$ cat src/include/lcs_pkg.sv
// package: register map, field positions and reset values of the line control/status block
package lcs_pkg;
	// register addresses on the parallel control port
	localparam logic [7:0] ADDR_LINE_IF_CTRL = 8'h0A;
	localparam logic [7:0] ADDR_STATUS_ONE = 8'h20;
	localparam logic [7:0] ADDR_STATUS_TWO = 8'h21;
	localparam logic [7:0] ADDR_RX_INFO_ONE = 8'h22;
	localparam logic [7:0] ADDR_RX_INFO_TWO = 8'h31;
	localparam logic [7:0] ADDR_RX_INFO_THREE = 8'h10;
	localparam logic [7:0] ADDR_HDLC_STATUS = 8'h12;
	localparam logic [7:0] ADDR_IRQ_MASK_ONE = 8'h7C;
	localparam logic [7:0] ADDR_IRQ_MASK_TWO = 8'h7D;
	localparam logic [7:0] ADDR_HDLC_IRQ_MASK = 8'h7E;
	// status register indices
	localparam int IDX_STATUS_ONE = 0;
	localparam int IDX_STATUS_TWO = 1;
	localparam int IDX_RX_INFO_ONE = 2;
	localparam int IDX_RX_INFO_TWO = 3;
	localparam int IDX_RX_INFO_THREE = 4;
	localparam int IDX_HDLC_STATUS = 5;
	localparam int NUM_STATUS = 6;
	// line interface control field positions
	localparam int BIT_LINE_IF_RESET = 7;
	localparam int BIT_REMOTE_LOOPBACK = 6;
	localparam int BIT_RX_ELASTIC_RESET = 5;
	localparam int BIT_TX_ELASTIC_RESET = 4;
	localparam int BIT_RESERVED = 3;
	localparam int BIT_SYNC_INPUT_SELECT = 2;
	localparam int BIT_TEST_PATTERN = 1;
	localparam int BIT_DRIVER_OPEN_DRAIN = 0;
	// alarm positions in status register one: sync loss, carrier loss, blue, yellow
	localparam logic [7:0] STATUS_ONE_ALARM_MASK = 8'h0F;
	localparam int NUM_ALARMS = 4;
	// reset values
	localparam logic [7:0] LINE_IF_CTRL_RST = 8'h00;
	localparam logic [7:0] IRQ_MASK_RST = 8'h00;
	localparam logic [7:0] STATUS_RST = 8'h00;
	localparam logic [7:0] UNMAPPED_READ = 8'h00;
endpackage : lcs_pkg

$ cat src/hw/lcs_top.sv
// module: line interface control register, latched status registers and interrupt output
`timescale 1ns/10ps
module lcs_top (
	input wire logic core_clk_in, // 20 MHz core clock
	input wire logic arst_n_in, // asynchronous reset, active low
	input wire logic [7:0] addr_in, // control port address
	input wire logic [7:0] wdata_in, // control port write data
	input wire logic wr_in, // write strobe, one cycle
	input wire logic rd_in, // read strobe, one cycle
	output logic [7:0] rdata_out, // read data, valid cycle after rd_in
	output logic int_n_out, // interrupt, active low
	input wire logic [47:0] status_set_in, // event pulses, byte per status register
	input wire logic [3:0] alarm_in, // alarm levels: sync, carrier, blue, yellow
	input wire logic tx_bit_en_in, // one pulse per transmit bit period
	input wire logic rx_line_pos_in, // receive positive rail
	input wire logic rx_line_neg_in, // receive negative rail
	input wire logic fmt_pos_in, // transmit formatter positive rail
	input wire logic fmt_neg_in, // transmit formatter negative rail
	output logic tx_line_pos_out, // transmit positive rail
	output logic tx_line_neg_out, // transmit negative rail
	output logic framer_pos_out, // positive rail toward receive framer
	output logic framer_neg_out, // negative rail toward receive framer
	output logic line_if_reset_out, // clock recovery/jitter attenuator reset pulse
	output logic rx_elastic_reset_out, // receive elastic store minimum-delay pulse
	output logic tx_elastic_reset_out, // transmit elastic store reset pulse
	output logic sync_input_select_out, // receiver expects sync clock when high
	output logic driver_open_drain_out, // line drivers in open-drain mode
	output logic remote_loopback_out // remote loopback active
);

	// whole block state lives in one register so reset and update stay in one place
	typedef struct packed {
		// register bus side
		logic [7:0] ctrl;
		logic [2:0][7:0] irq_mask;
		// status polling: latched bits, readable copy, last mask written
		logic [5:0][7:0] lat;
		logic [5:0][7:0] copy;
		logic [5:0][7:0] mask;
		// alarm change tracking for the interrupt
		logic [3:0] alarm_prev;
		logic [3:0] alarm_chg;
		// bus answer and interrupt
		logic [7:0] rdata;
		logic int_n;
		// one-cycle control pulses
		logic line_if_reset_p;
		logic rx_elastic_reset_p;
		logic tx_elastic_reset_p;
		// line rails and pattern generator
		logic tx_pos;
		logic tx_neg;
		logic fr_pos;
		logic fr_neg;
		logic pat_one;
		logic pat_neg;
	} lcs_state_t;

	lcs_state_t s_q;
	lcs_state_t s_d;

	// next-state logic of the whole block
	always_comb
	begin
		logic hit;
		logic [2:0] idx;
		logic [7:0] rd_clr;
		logic [7:0] pend;
		logic [7:0] clr;
		logic [7:0] set;
		logic rd_a;
		logic pend_one;
		logic pend_two;
		logic pend_hdlc;
		logic any_pend;
		hit = 1'b0;
		idx = 3'd0;
		rd_clr = 8'h00;
		pend = 8'h00;
		clr = 8'h00;
		set = 8'h00;
		rd_a = 1'b0;
		pend_one = 1'b0;
		pend_two = 1'b0;
		pend_hdlc = 1'b0;
		any_pend = 1'b0;
		// hold everything by default; the control pulses last a single cycle
		s_d = s_q;
		s_d.line_if_reset_p = 1'b0;
		s_d.rx_elastic_reset_p = 1'b0;
		s_d.tx_elastic_reset_p = 1'b0;

		// decode status register addresses
		case (addr_in)
			lcs_pkg::ADDR_STATUS_ONE:
			begin
				hit = 1'b1;
				idx = 3'(lcs_pkg::IDX_STATUS_ONE);
			end
			lcs_pkg::ADDR_STATUS_TWO:
			begin
				hit = 1'b1;
				idx = 3'(lcs_pkg::IDX_STATUS_TWO);
			end
			lcs_pkg::ADDR_RX_INFO_ONE:
			begin
				hit = 1'b1;
				idx = 3'(lcs_pkg::IDX_RX_INFO_ONE);
			end
			lcs_pkg::ADDR_RX_INFO_TWO:
			begin
				hit = 1'b1;
				idx = 3'(lcs_pkg::IDX_RX_INFO_TWO);
			end
			lcs_pkg::ADDR_RX_INFO_THREE:
			begin
				hit = 1'b1;
				idx = 3'(lcs_pkg::IDX_RX_INFO_THREE);
			end
			lcs_pkg::ADDR_HDLC_STATUS:
			begin
				hit = 1'b1;
				idx = 3'(lcs_pkg::IDX_HDLC_STATUS);
			end
			default:
			begin
				hit = 1'b0;
				idx = 3'd0;
			end
		endcase

		// control and mask register writes; the reserved bit is held low
		if (wr_in)
		begin
			case (addr_in)
				lcs_pkg::ADDR_LINE_IF_CTRL:
				begin
					s_d.ctrl = wdata_in;
					s_d.ctrl[lcs_pkg::BIT_RESERVED] = 1'b0;
					// pulses fire only on a zero-to-one change, so rewriting a one is harmless;
					// the host must wait for a stable receive system clock before the store reset
					s_d.line_if_reset_p = wdata_in[lcs_pkg::BIT_LINE_IF_RESET]
						& ~s_q.ctrl[lcs_pkg::BIT_LINE_IF_RESET];
					s_d.rx_elastic_reset_p = wdata_in[lcs_pkg::BIT_RX_ELASTIC_RESET]
						& ~s_q.ctrl[lcs_pkg::BIT_RX_ELASTIC_RESET];
					s_d.tx_elastic_reset_p = wdata_in[lcs_pkg::BIT_TX_ELASTIC_RESET]
						& ~s_q.ctrl[lcs_pkg::BIT_TX_ELASTIC_RESET];
				end
				lcs_pkg::ADDR_IRQ_MASK_ONE: s_d.irq_mask[0] = wdata_in;
				lcs_pkg::ADDR_IRQ_MASK_TWO: s_d.irq_mask[1] = wdata_in;
				lcs_pkg::ADDR_HDLC_IRQ_MASK: s_d.irq_mask[2] = wdata_in;
				default: s_d.irq_mask = s_q.irq_mask;
			endcase
		end

		// mask write refreshes only the selected positions of the copy;
		// the mask is kept so a later read clears only what the host asked for
		if (wr_in && hit)
		begin
			s_d.mask[idx] = wdata_in;
			s_d.copy[idx] = (wdata_in & s_q.lat[idx]) | (~wdata_in & s_q.copy[idx]);
		end

		// a read clears what it returned as one among the masked positions
		if (rd_in && hit)
			rd_clr = s_q.copy[idx] & s_q.mask[idx];

		// latch events; set wins over a clear in the same cycle
		for (int i = 0; i < lcs_pkg::NUM_STATUS; i++)
		begin
			clr = (3'(i) == idx) ? rd_clr : 8'h00;
			set = status_set_in[i*8 +: 8];
			// live alarm levels set their bit every cycle, so a read cannot clear them
			if (i == lcs_pkg::IDX_STATUS_ONE)
				set = set | {4'h0, alarm_in};
			s_d.lat[i] = (s_q.lat[i] & ~clr) | set;
		end

		// alarm changes in both directions raise a pending interrupt until that bit is read
		s_d.alarm_prev = alarm_in;
		for (int a = 0; a < lcs_pkg::NUM_ALARMS; a++)
		begin
			rd_a = (idx == 3'(lcs_pkg::IDX_STATUS_ONE)) && rd_clr[a];
			s_d.alarm_chg[a] = (s_q.alarm_chg[a] & ~rd_a) | (alarm_in[a] ^ s_q.alarm_prev[a]);
		end

		// interrupt sources: only the two status registers and hdlc status
		// alarm positions of status one use the change flag, not the level, so a
		// persisting alarm can be acknowledged and the pin released
		pend = (s_q.lat[lcs_pkg::IDX_STATUS_ONE] & ~lcs_pkg::STATUS_ONE_ALARM_MASK)
			| {4'h0, s_q.alarm_chg};
		// each source gated by its own mask bit
		pend_one = |(pend & s_q.irq_mask[0]);
		pend_two = |(s_q.lat[lcs_pkg::IDX_STATUS_TWO] & s_q.irq_mask[1]);
		pend_hdlc = |(s_q.lat[lcs_pkg::IDX_HDLC_STATUS] & s_q.irq_mask[2]);
		// information registers never reach the pin
		any_pend = pend_one | pend_two | pend_hdlc;
		s_d.int_n = ~any_pend;

		// read data, answered one cycle after the strobe;
		// reads of control and mask registers have no side effects
		if (rd_in)
		begin
			if (hit)
				s_d.rdata = s_q.copy[idx];
			else
			begin
				case (addr_in)
					lcs_pkg::ADDR_LINE_IF_CTRL: s_d.rdata = s_q.ctrl;
					lcs_pkg::ADDR_IRQ_MASK_ONE: s_d.rdata = s_q.irq_mask[0];
					lcs_pkg::ADDR_IRQ_MASK_TWO: s_d.rdata = s_q.irq_mask[1];
					lcs_pkg::ADDR_HDLC_IRQ_MASK: s_d.rdata = s_q.irq_mask[2];
					default: s_d.rdata = lcs_pkg::UNMAPPED_READ;
				endcase
			end
		end

		// framer always sees the receive line, loopback or not
		s_d.fr_pos = rx_line_pos_in;
		s_d.fr_neg = rx_line_neg_in;

		// alternating pattern: a mark every other bit, marks alternate polarity
		if (tx_bit_en_in)
		begin
			s_d.pat_one = ~s_q.pat_one;
			if (s_q.pat_one)
				s_d.pat_neg = ~s_q.pat_neg;
		end

		// transmit selection; loopback wins over the test pattern so a far-end loop test
		// is never masked by a forgotten pattern bit
		if (s_q.ctrl[lcs_pkg::BIT_REMOTE_LOOPBACK])
		begin
			s_d.tx_pos = rx_line_pos_in;
			s_d.tx_neg = rx_line_neg_in;
		end
		else if (s_q.ctrl[lcs_pkg::BIT_TEST_PATTERN])
		begin
			s_d.tx_pos = s_q.pat_one & ~s_q.pat_neg;
			s_d.tx_neg = s_q.pat_one & s_q.pat_neg;
		end
		else
		begin
			s_d.tx_pos = fmt_pos_in;
			s_d.tx_neg = fmt_neg_in;
		end
	end

	// single state register
	always_ff @(posedge core_clk_in or negedge arst_n_in)
	begin
		if (!arst_n_in)
		begin
			s_q <= '0;
			s_q.ctrl <= lcs_pkg::LINE_IF_CTRL_RST;
			s_q.irq_mask <= {3{lcs_pkg::IRQ_MASK_RST}};
			s_q.lat <= {6{lcs_pkg::STATUS_RST}};
			s_q.copy <= {6{lcs_pkg::STATUS_RST}};
			s_q.int_n <= 1'b1;
		end
		else
			s_q <= s_d;
	end

	// outputs straight from the state register
	assign rdata_out = s_q.rdata;
	assign int_n_out = s_q.int_n;
	// line rails toward the transmitter and the framer
	assign tx_line_pos_out = s_q.tx_pos;
	assign tx_line_neg_out = s_q.tx_neg;
	assign framer_pos_out = s_q.fr_pos;
	assign framer_neg_out = s_q.fr_neg;
	// one-cycle pulses toward the recovery, attenuator and elastic store logic
	assign line_if_reset_out = s_q.line_if_reset_p;
	assign rx_elastic_reset_out = s_q.rx_elastic_reset_p;
	assign tx_elastic_reset_out = s_q.tx_elastic_reset_p;
	// control levels; sync select is receiver-only, the transmit path never looks at it
	assign sync_input_select_out = s_q.ctrl[lcs_pkg::BIT_SYNC_INPUT_SELECT];
	assign driver_open_drain_out = s_q.ctrl[lcs_pkg::BIT_DRIVER_OPEN_DRAIN];
	assign remote_loopback_out = s_q.ctrl[lcs_pkg::BIT_REMOTE_LOOPBACK];

endmodule : lcs_top

$ cat config.mk
export PLATFORM = sky130hd
export DESIGN_NAME = lcs_top
export DESIGN_NICKNAME = d
export VERILOG_FILES = /design/src/include/lcs_pkg.sv /design/src/hw/lcs_top.sv
export SDC_FILE = /design/constraint.sdc
export NUM_CORES = 1
export LEC_CHECK = 0
export BUFFER_PORTS_ARGS = -buffer_cell sky130_fd_sc_hd__buf_2
export CAP_MARGIN = 20
export CORE_AREA = 4 4 128 154
export CTS_CLUSTER_DIAMETER = 100
export DETAILED_ROUTE_END_ITERATION = 8
export DIE_AREA = 0 0 132 158
export PLACE_DENSITY_LB_ADDON = 0.3
export SETUP_SLACK_MARGIN = 0.4
export SLEW_MARGIN = 20
export SYNTH_ARGS = -nofsm -noshare
export SYNTH_HDL_FRONTEND = slang
export SYNTH_SLANG_ARGS = --single-unit
$ cat constraint.sdc
create_clock -name core_clk_in -period 2.1 [get_ports core_clk_in]
set_input_delay 0.525 -clock core_clk_in [delete_from_list [all_inputs] [get_ports core_clk_in]]
set_output_delay 0.525 -clock core_clk_in [all_outputs]
set_load 0.02 [all_outputs]
==> results.toml, run 1 <==
[cells_and_area]
final_nets = 1465
area_delta_synth_final_pct = 56.5
drive_above_1_share = 0.529
final_cell_count_no_fill = 1621
n_antenna_cell = 0
stdcell_area_um2 = 16000
fin_util = 0.879
fill_cells = 783

[floorplanning]
io-pin-count = 96
core_um2 = 18200
rows = 54
start_util = 0.561
die_y_um = 158
fp.dieW_um = 132
fp.dieArea_um2 = 20900

[status]
failed_checks = "setup timing"
outcome = "finished with violations"

[place]
dp_cells = 1504
routabilityCongestion = 1.03
hpwl_mm = 28.9
place_area_um2 = 12700
preCtsSetupSlack_ns = -0.672
portBuffers = 95

[sta]
slew_headroom = 0.210
fin_crit_sh = 1.08
period_needed_ns = 2.26
tightest_slew_ns = 1.17
max_freq_mhz = 443
fin_setup_tns_ns = -3.22
fin_ws_ns = -0.158
skew_ns = 0.0155
setup_viol = 74
drv_slew = 0
rsz0062_at_grt = "yes"
hold_viol_final = 0

[power_and_ir_drop]
ir_worst_vdd_uv = 646
clkPwrFrac = 0.409
p_leak_nw = 6.97
switching_share = 0.266
pwr-share-comb = 0.144
cellInternalPower_mw = 6.77
powerDensity_nw_per_um2 = 578
p_seq_frac = 0.448
p_sw_mw = 2.46

[clocking]
root_buffer = "clkbuf_16"
htreeDepth = 1
ctsLongestPathBuffers = 3
numCtsBuffers = 21
clk_latency_ns = 0.51
clkSinkCount = 201
clk_pin_slew_ns = 0.06
tritoncts = "done"

[routing]
dr.pass1.iters = 6
drt-wirelength-per-cell_um = 28.8
wirelength_mm = 46.7
vias_per_cell = 6.96
remaining_drc_errors = 0
ant_nets = 0
vias = 11300
drtIter0Drc = 1374

[logic_synthesis]
synthFlopType = "dfrtp_1"
ys_types = 74
synth_seq_area_share = 0.493
synth_nets = 1129
ys_ff_latch = 201
synth_cells = 1052
ys_async_sr_fraction = 1.00
yosys_warnings = 0
synth_edf_count = 0
syn_area_um2 = 10200
synth.avg_cell_area_um2 = 9.70

[run]
drv_cap = 0

[worst_hold_path]
hold_path_class = "input port to register"

[global_routing]
grt_pass1_wl_mm = 64.5
globalRoute.totalOverflow = 0
grt_antenna_before_repair = 0
grtUsageTotal = 0.405
grt_max_degree = 60
grt_pass1_vias = 10900

[worst_setup_path]
crit_fanout = 6
endpoint_kind = "register"
arrival_ns = 2.69
worstSetupStartpointType = "input port"
required_ns = 2.53
crit_type = "input port to register"
## sequential cells by signal, indices dropped and copies added (netlist names)
name                   count
rx_elastic_reset_out       1
framer_neg_out             1
sync_input_select_out      1
tx_line_pos_out            1
driver_open_drain_out      1
tx_line_neg_out            1
line_if_reset_out          1
remote_loopback_out        1
tx_elastic_reset_out       1
int_n_out                  1
rdata_out                  8
s_q                      182
framer_pos_out             1
## cells in the final DEF, fill, tap and decap left out, drive strengths merged, types with 7 or more instances in the layout
cell	synthesis	routed
nand2b	9	9
a31oi	15	15
o22a	7	7
o22ai	22	22
dfrtp	200	200
nor4	16	16
mux2	65	65
a21oi	54	54
a32oi	7	7
o21ai	112	112
a211oi	14	14
nand4b	7	7
nor2	100	100
nor3	10	10
nand3	11	12
a21o	17	17
clkbuf	38	26
o211ai	8	8
a22oi	19	19
a211o	7	7
inv	18	17
nand2	127	127
buf	35	382
a221oi	14	14
nand4	7	7
mux2i	22	22
## repair_timing
item	CTS	global route
buffers inserted	54	24
hold buffers	1	0
hold endpoints to repair	39	0
pin swaps	107	58
endpoints found under the setup margin	178	187
gates resized for setup	348	110
cloned	4	2
## worst paths after layout
path | from | end | slack (ns) | cells past startpoint
max in group asynchronous | arst_n_in | s_q[138]$_DFF_PN0_ | 0.88 | 3
min reg2reg | s_q[111]$_DFFE_PN0P_ | s_q[111]$_DFFE_PN0P_ | 0.48 | 2
min | rx_line_pos_in | framer_pos_out$_DFF_PN0_ | 0.14 | 1
max reg2reg | s_q[92]$_DFFE_PN0P_ | s_q[140]$_DFF_PN0_ | 0.03 | 4
min in group asynchronous | arst_n_in | s_q[38]$_DFFE_PN0P_ | 0.52 | 2
max | addr_in[6] | s_q[148]$_DFF_PN0_ | -0.16 | 8
## critical path: stages
cell	delay, ns
buf_6	0.09
or4_4	0.62
buf_12	0.20
nor2_4	0.17
buf_12	0.16
o21ai_0	0.42
buf_4	0.32
a31oi_1	0.17
## synth_stat cells (11+ instances only)
master | count | share of area
dfrtp_1 | 200 | 0.49
nand2_1 | 127 | 0.047
nor2_1 | 99 | 0.036
o21ai_0 | 96 | 0.047
mux2_2 | 65 | 0.072
a21oi_1 | 54 | 0.026
clkbuf_1 | 38 | 0.014
buf_2 | 22 | 0.011
mux2i_1 | 22 | 0.022
o22ai_1 | 22 | 0.013
inv_1 | 18 | 0.0066
a21o_1 | 17 | 0.013
a22oi_1 | 17 | 0.013
o21ai_1 | 16 | 0.0078
a31oi_1 | 15 | 0.0092
nor4_1 | 14 | 0.0086
a211oi_1 | 13 | 0.0096
a221oi_1 | 13 | 0.011
nand3_1 | 11 | 0.0054
## power groups by stage
stage	Combinational (mW)	Sequential (mW)	Clock [mW]
after floorplan	0.494	4.17	0
after global placement	0.987	4.17	0
after detailed placement	1.00	4.18	0
after CTS	1.18	4.11	3.76
after global routing	1.38	4.14	3.92
final	1.33	4.13	3.77
## area by class of cell
cell class	count	area, um2	share of cell area
Clock buffer	24	547	0.0342
Inverter	20	82.6	0.00517
Tap cell	224	280	0.0175
Sequential cell	201	5030	0.315
Timing Repair Buffer	385	3520	0.221
Multi-Input combinational cell	759	6390	0.400
Clock inverter	8	118	0.00736
## layer usage
layer,track usage,part of all wire,vias up
met5,0,0,-
met4,0.285,0.10,0
met3,0.0795,0.11,357
met2,0.648,0.46,976
met1,0.498,0.33,5410
li1,-,-,4534
## per-stage QoR
| step | hold slack [ns] | power [mW] |
|---|---|---|
| 3_3_place_gp | 0.459 | 5.16 |
| 6_report | 0.141 | 9.23 |
| 2_1_floorplan | 0.229 | 4.66 |
| 4_1_cts | 0.136 | 9.06 |
| 5_1_grt | 0.139 | 9.44 |
| 3_5_place_dp | 0.465 | 5.18 |
## kinds of logic after synthesis
group,Yosys count,synth area share
AOI/OAI and AO/OA,334,0.212
and+or+nand+nor,330,0.153
DFF,201,0.493
xor gates and xnor gates,7,0.00601
muxes,87,0.0933
buffers and inverters,93,0.0421
No activity file was read; power rests on OpenSTA's default activity.
==> inputs of run 2 (changes only) <==
Settings changed: CORE_AREA 4 4 128 154 to 4 4 125 150, DIE_AREA 0 0 132 158 to 0 0 129 154.
==> run 2 against run 1 <==
  * Power increased by 2.2%
  * Worst hold slack worse by 0.16 ns
  * Cell count fell by 0.43%
  * Largest power group unchanged
  * Largest cell class unchanged
  * Global-route usage up 0.85 points
  * The flow finishes with violations (hold timing, setup timing)
  * Critical endpoint is now s_q[86]$_DFFE_PN0P_
==> results.toml, run 2 (synthesis results as in run 1) <==
[worst_setup_path]
endpoint_kind = "register"
worstSetupStartpointType = "input port"
critPathCapture = "s_q[86]$_DFFE_PN0P_"
critPathLaunch = "addr_in[5]"
required_ns = 2.51
rrSetupSlack_ns = 0.10
arrival_ns = 3.01
crit_type = "input port to register"
reg2reg_from = "s_q[142]$_DFF_PN0_"
rr_endpoint = "s_q[86]$_DFFE_PN0P_"
crit_fanout = 6
r2r.worst_path.cells = 5

[run]
drv_cap = 0

[global_routing]
grtUsageTotal = 0.413
globalRoute.totalOverflow = 0
grt_pass1_vias = 10700
grt_pass1_wl_mm = 62.5
grt_max_degree = 59
grt_antenna_before_repair = 2

[floorplanning]
core_um2 = 17400
rows = 53
io-pin-count = 96
fp.dieArea_um2 = 19900
fp.dieW_um = 129
die_y_um = 154
start_util = 0.587

[sta]
rsz0062_at_grt = "yes"
hold_viol_final = 12
period_needed_ns = 2.60
skew_ns = 0.0194
max_freq_mhz = 385
slew_headroom = 0.444
fin_crit_sh = 1.24
drv_slew = 0
hold-worst-slack_ns = -0.0192
fin_ws_ns = -0.500
setup_viol = 61
tightest_slew_ns = 0.834

[routing]
dr.pass1.iters = 6
remaining_drc_errors = 0
wirelength_mm = 48.6
vias_per_cell = 7.26
ant_nets = 0
vias = 11700
drtIter0Drc = 2056
drt-wirelength-per-cell_um = 30.1

[place]
place_area_um2 = 12800
preCtsSetupSlack_ns = -0.781
dp_cells = 1511
hpwl_mm = 29.4
portBuffers = 95
routabilityCongestion = 1.04

[cells_and_area]
top_register = "s_q"
area_delta_synth_final_pct = 50.8
largest_reg_flops = 182
layout_commonest_cell = "buf_4"
layout_common_cells = "buf_4, dfrtp_1, nand2_1"
stdcell_area_um2 = 15400
final_cell_count_no_fill = 1614
n_antenna_cell = 0
drive_above_1_share = 0.479
ff_latch_area_um2 = 5030
fill_cells = 730
final_nets = 1456
multi_input_area_um2 = 5990

[clocking]
root_buffer = "clkbuf_16"
htreeDepth = 1
clk_pin_slew_ns = 0.06
hold_buffers = 0
ctsLongestPathBuffers = 3
clkSinkCount = 201
numCtsBuffers = 22
clk_latency_ns = 0.53
tritoncts = "done"

[worst_hold_path]
hold_path_class = "input port to async pin"

[status]
failed_checks = "hold timing, setup timing"
outcome = "finished with violations"

[power_and_ir_drop]
p_leak_nw = 6.73
powerDensity_nw_per_um2 = 613
p_total_mw = 9.43
ir_worst_vdd_uv = 760
-- run 2: cell count changes in the layout (fill, tap and decap cells not counted), moves of 15 or more --
cell     change
buf_4       +33
o21ai_2     -27
o21ai_0     +17
buf_6       -36
nand2_1     +15
mux2_4      -15
mux2_2      +15
-- run 2: per-layer routing --
metal / up-vias / routed length [um] / global-route usage
li1: 4519 / - / -
met1: 5502 / 15500 / 0.510
met2: 1203 / 21200 / 0.656
met3: 483 / 6700 / 0.0942
met4: 4 / 5220 / 0.251
met5: - / 32 / 0
-- run 2: repair_timing --
| item | in CTS | in global routing |
|---|---|---|
| endpoints found under the setup margin | 167 | 166 |
| gates resized for setup | 154 | 150 |
| cloned | 2 | 4 |
| buffers inserted | 22 | 36 |
| hold endpoints to repair | 0 | 0 |
| pin swaps | 41 | 64 |
-- run 2: how the worst min path moves through the flow --
| stage | start | endpoint | slack [ns] | cells after the start |
|---|---|---|---|---|
| after global routing | arst_n_in | s_q[1]$_DFFE_PN0P_ | 0.02 | 1 |
| after global placement | s_q[61]$_DFFE_PN0P_ | s_q[61]$_DFFE_PN0P_ | 0.45 | 2 |
| after detailed placement | s_q[157]$_DFF_PN0_ | s_q[157]$_DFF_PN0_ | 0.46 | 1 |
| after CTS | arst_n_in | s_q[1]$_DFFE_PN0P_ | 0.004 | 1 |
| after floorplan | arst_n_in | driver_open_drain_out$_DFFE_PN0P_ | 0.23 | 0 |
| final | arst_n_in | s_q[0]$_DFFE_PN0P_ | -0.02 | 1 |
-- run 2: worst max-delay path, stage by stage --
cell	delay, ns
buf_4	0.15
buf_6	0.14
inv_1	0.24
buf_4	0.19
nor2_4	0.06
buf_4	0.15
buf_4	0.12
a32oi_1	0.64
o211ai_1	0.24
a32oi_2	0.28
buf_6	0.19
o21ai_1	0.08
-- run 2: layout make-up --
| cell class | instances | share of cell area |
|---|---|---|
| clock buffer | 30 | 0.0403 |
| inverter | 20 | 0.00521 |
| tap | 220 | 0.0179 |
| multi-input combinational | 758 | 0.389 |
| sequential | 201 | 0.327 |
| clock inverter | 9 | 0.00748 |
| timing repair buffer | 376 | 0.213 |
-- run 2: through the flow --
stage,hold slack (ns),setup TNS (ns),util
2_1_floorplan,0.229,-31.13,-
3_3_place_gp,0.454,-82.58,0.737
3_5_place_dp,0.465,-88.29,0.737
4_1_cts,0.00419,-2.47,0.827
5_1_grt,0.0217,-10.40,0.885
6_report,-0.0192,-6.92,0.885
-- run 2: power by group --
group | total, mW | switching (mW) | internal [mW] | leakage [nW]
combinational | 1.33 | 0.772 | 0.559 | 3.89
clock | 3.98 | 1.66 | 2.32 | 0.356
sequential | 4.12 | 0.116 | 4.01 | 2.49
total | 9.43 | 2.54 | 6.89 | 6.73
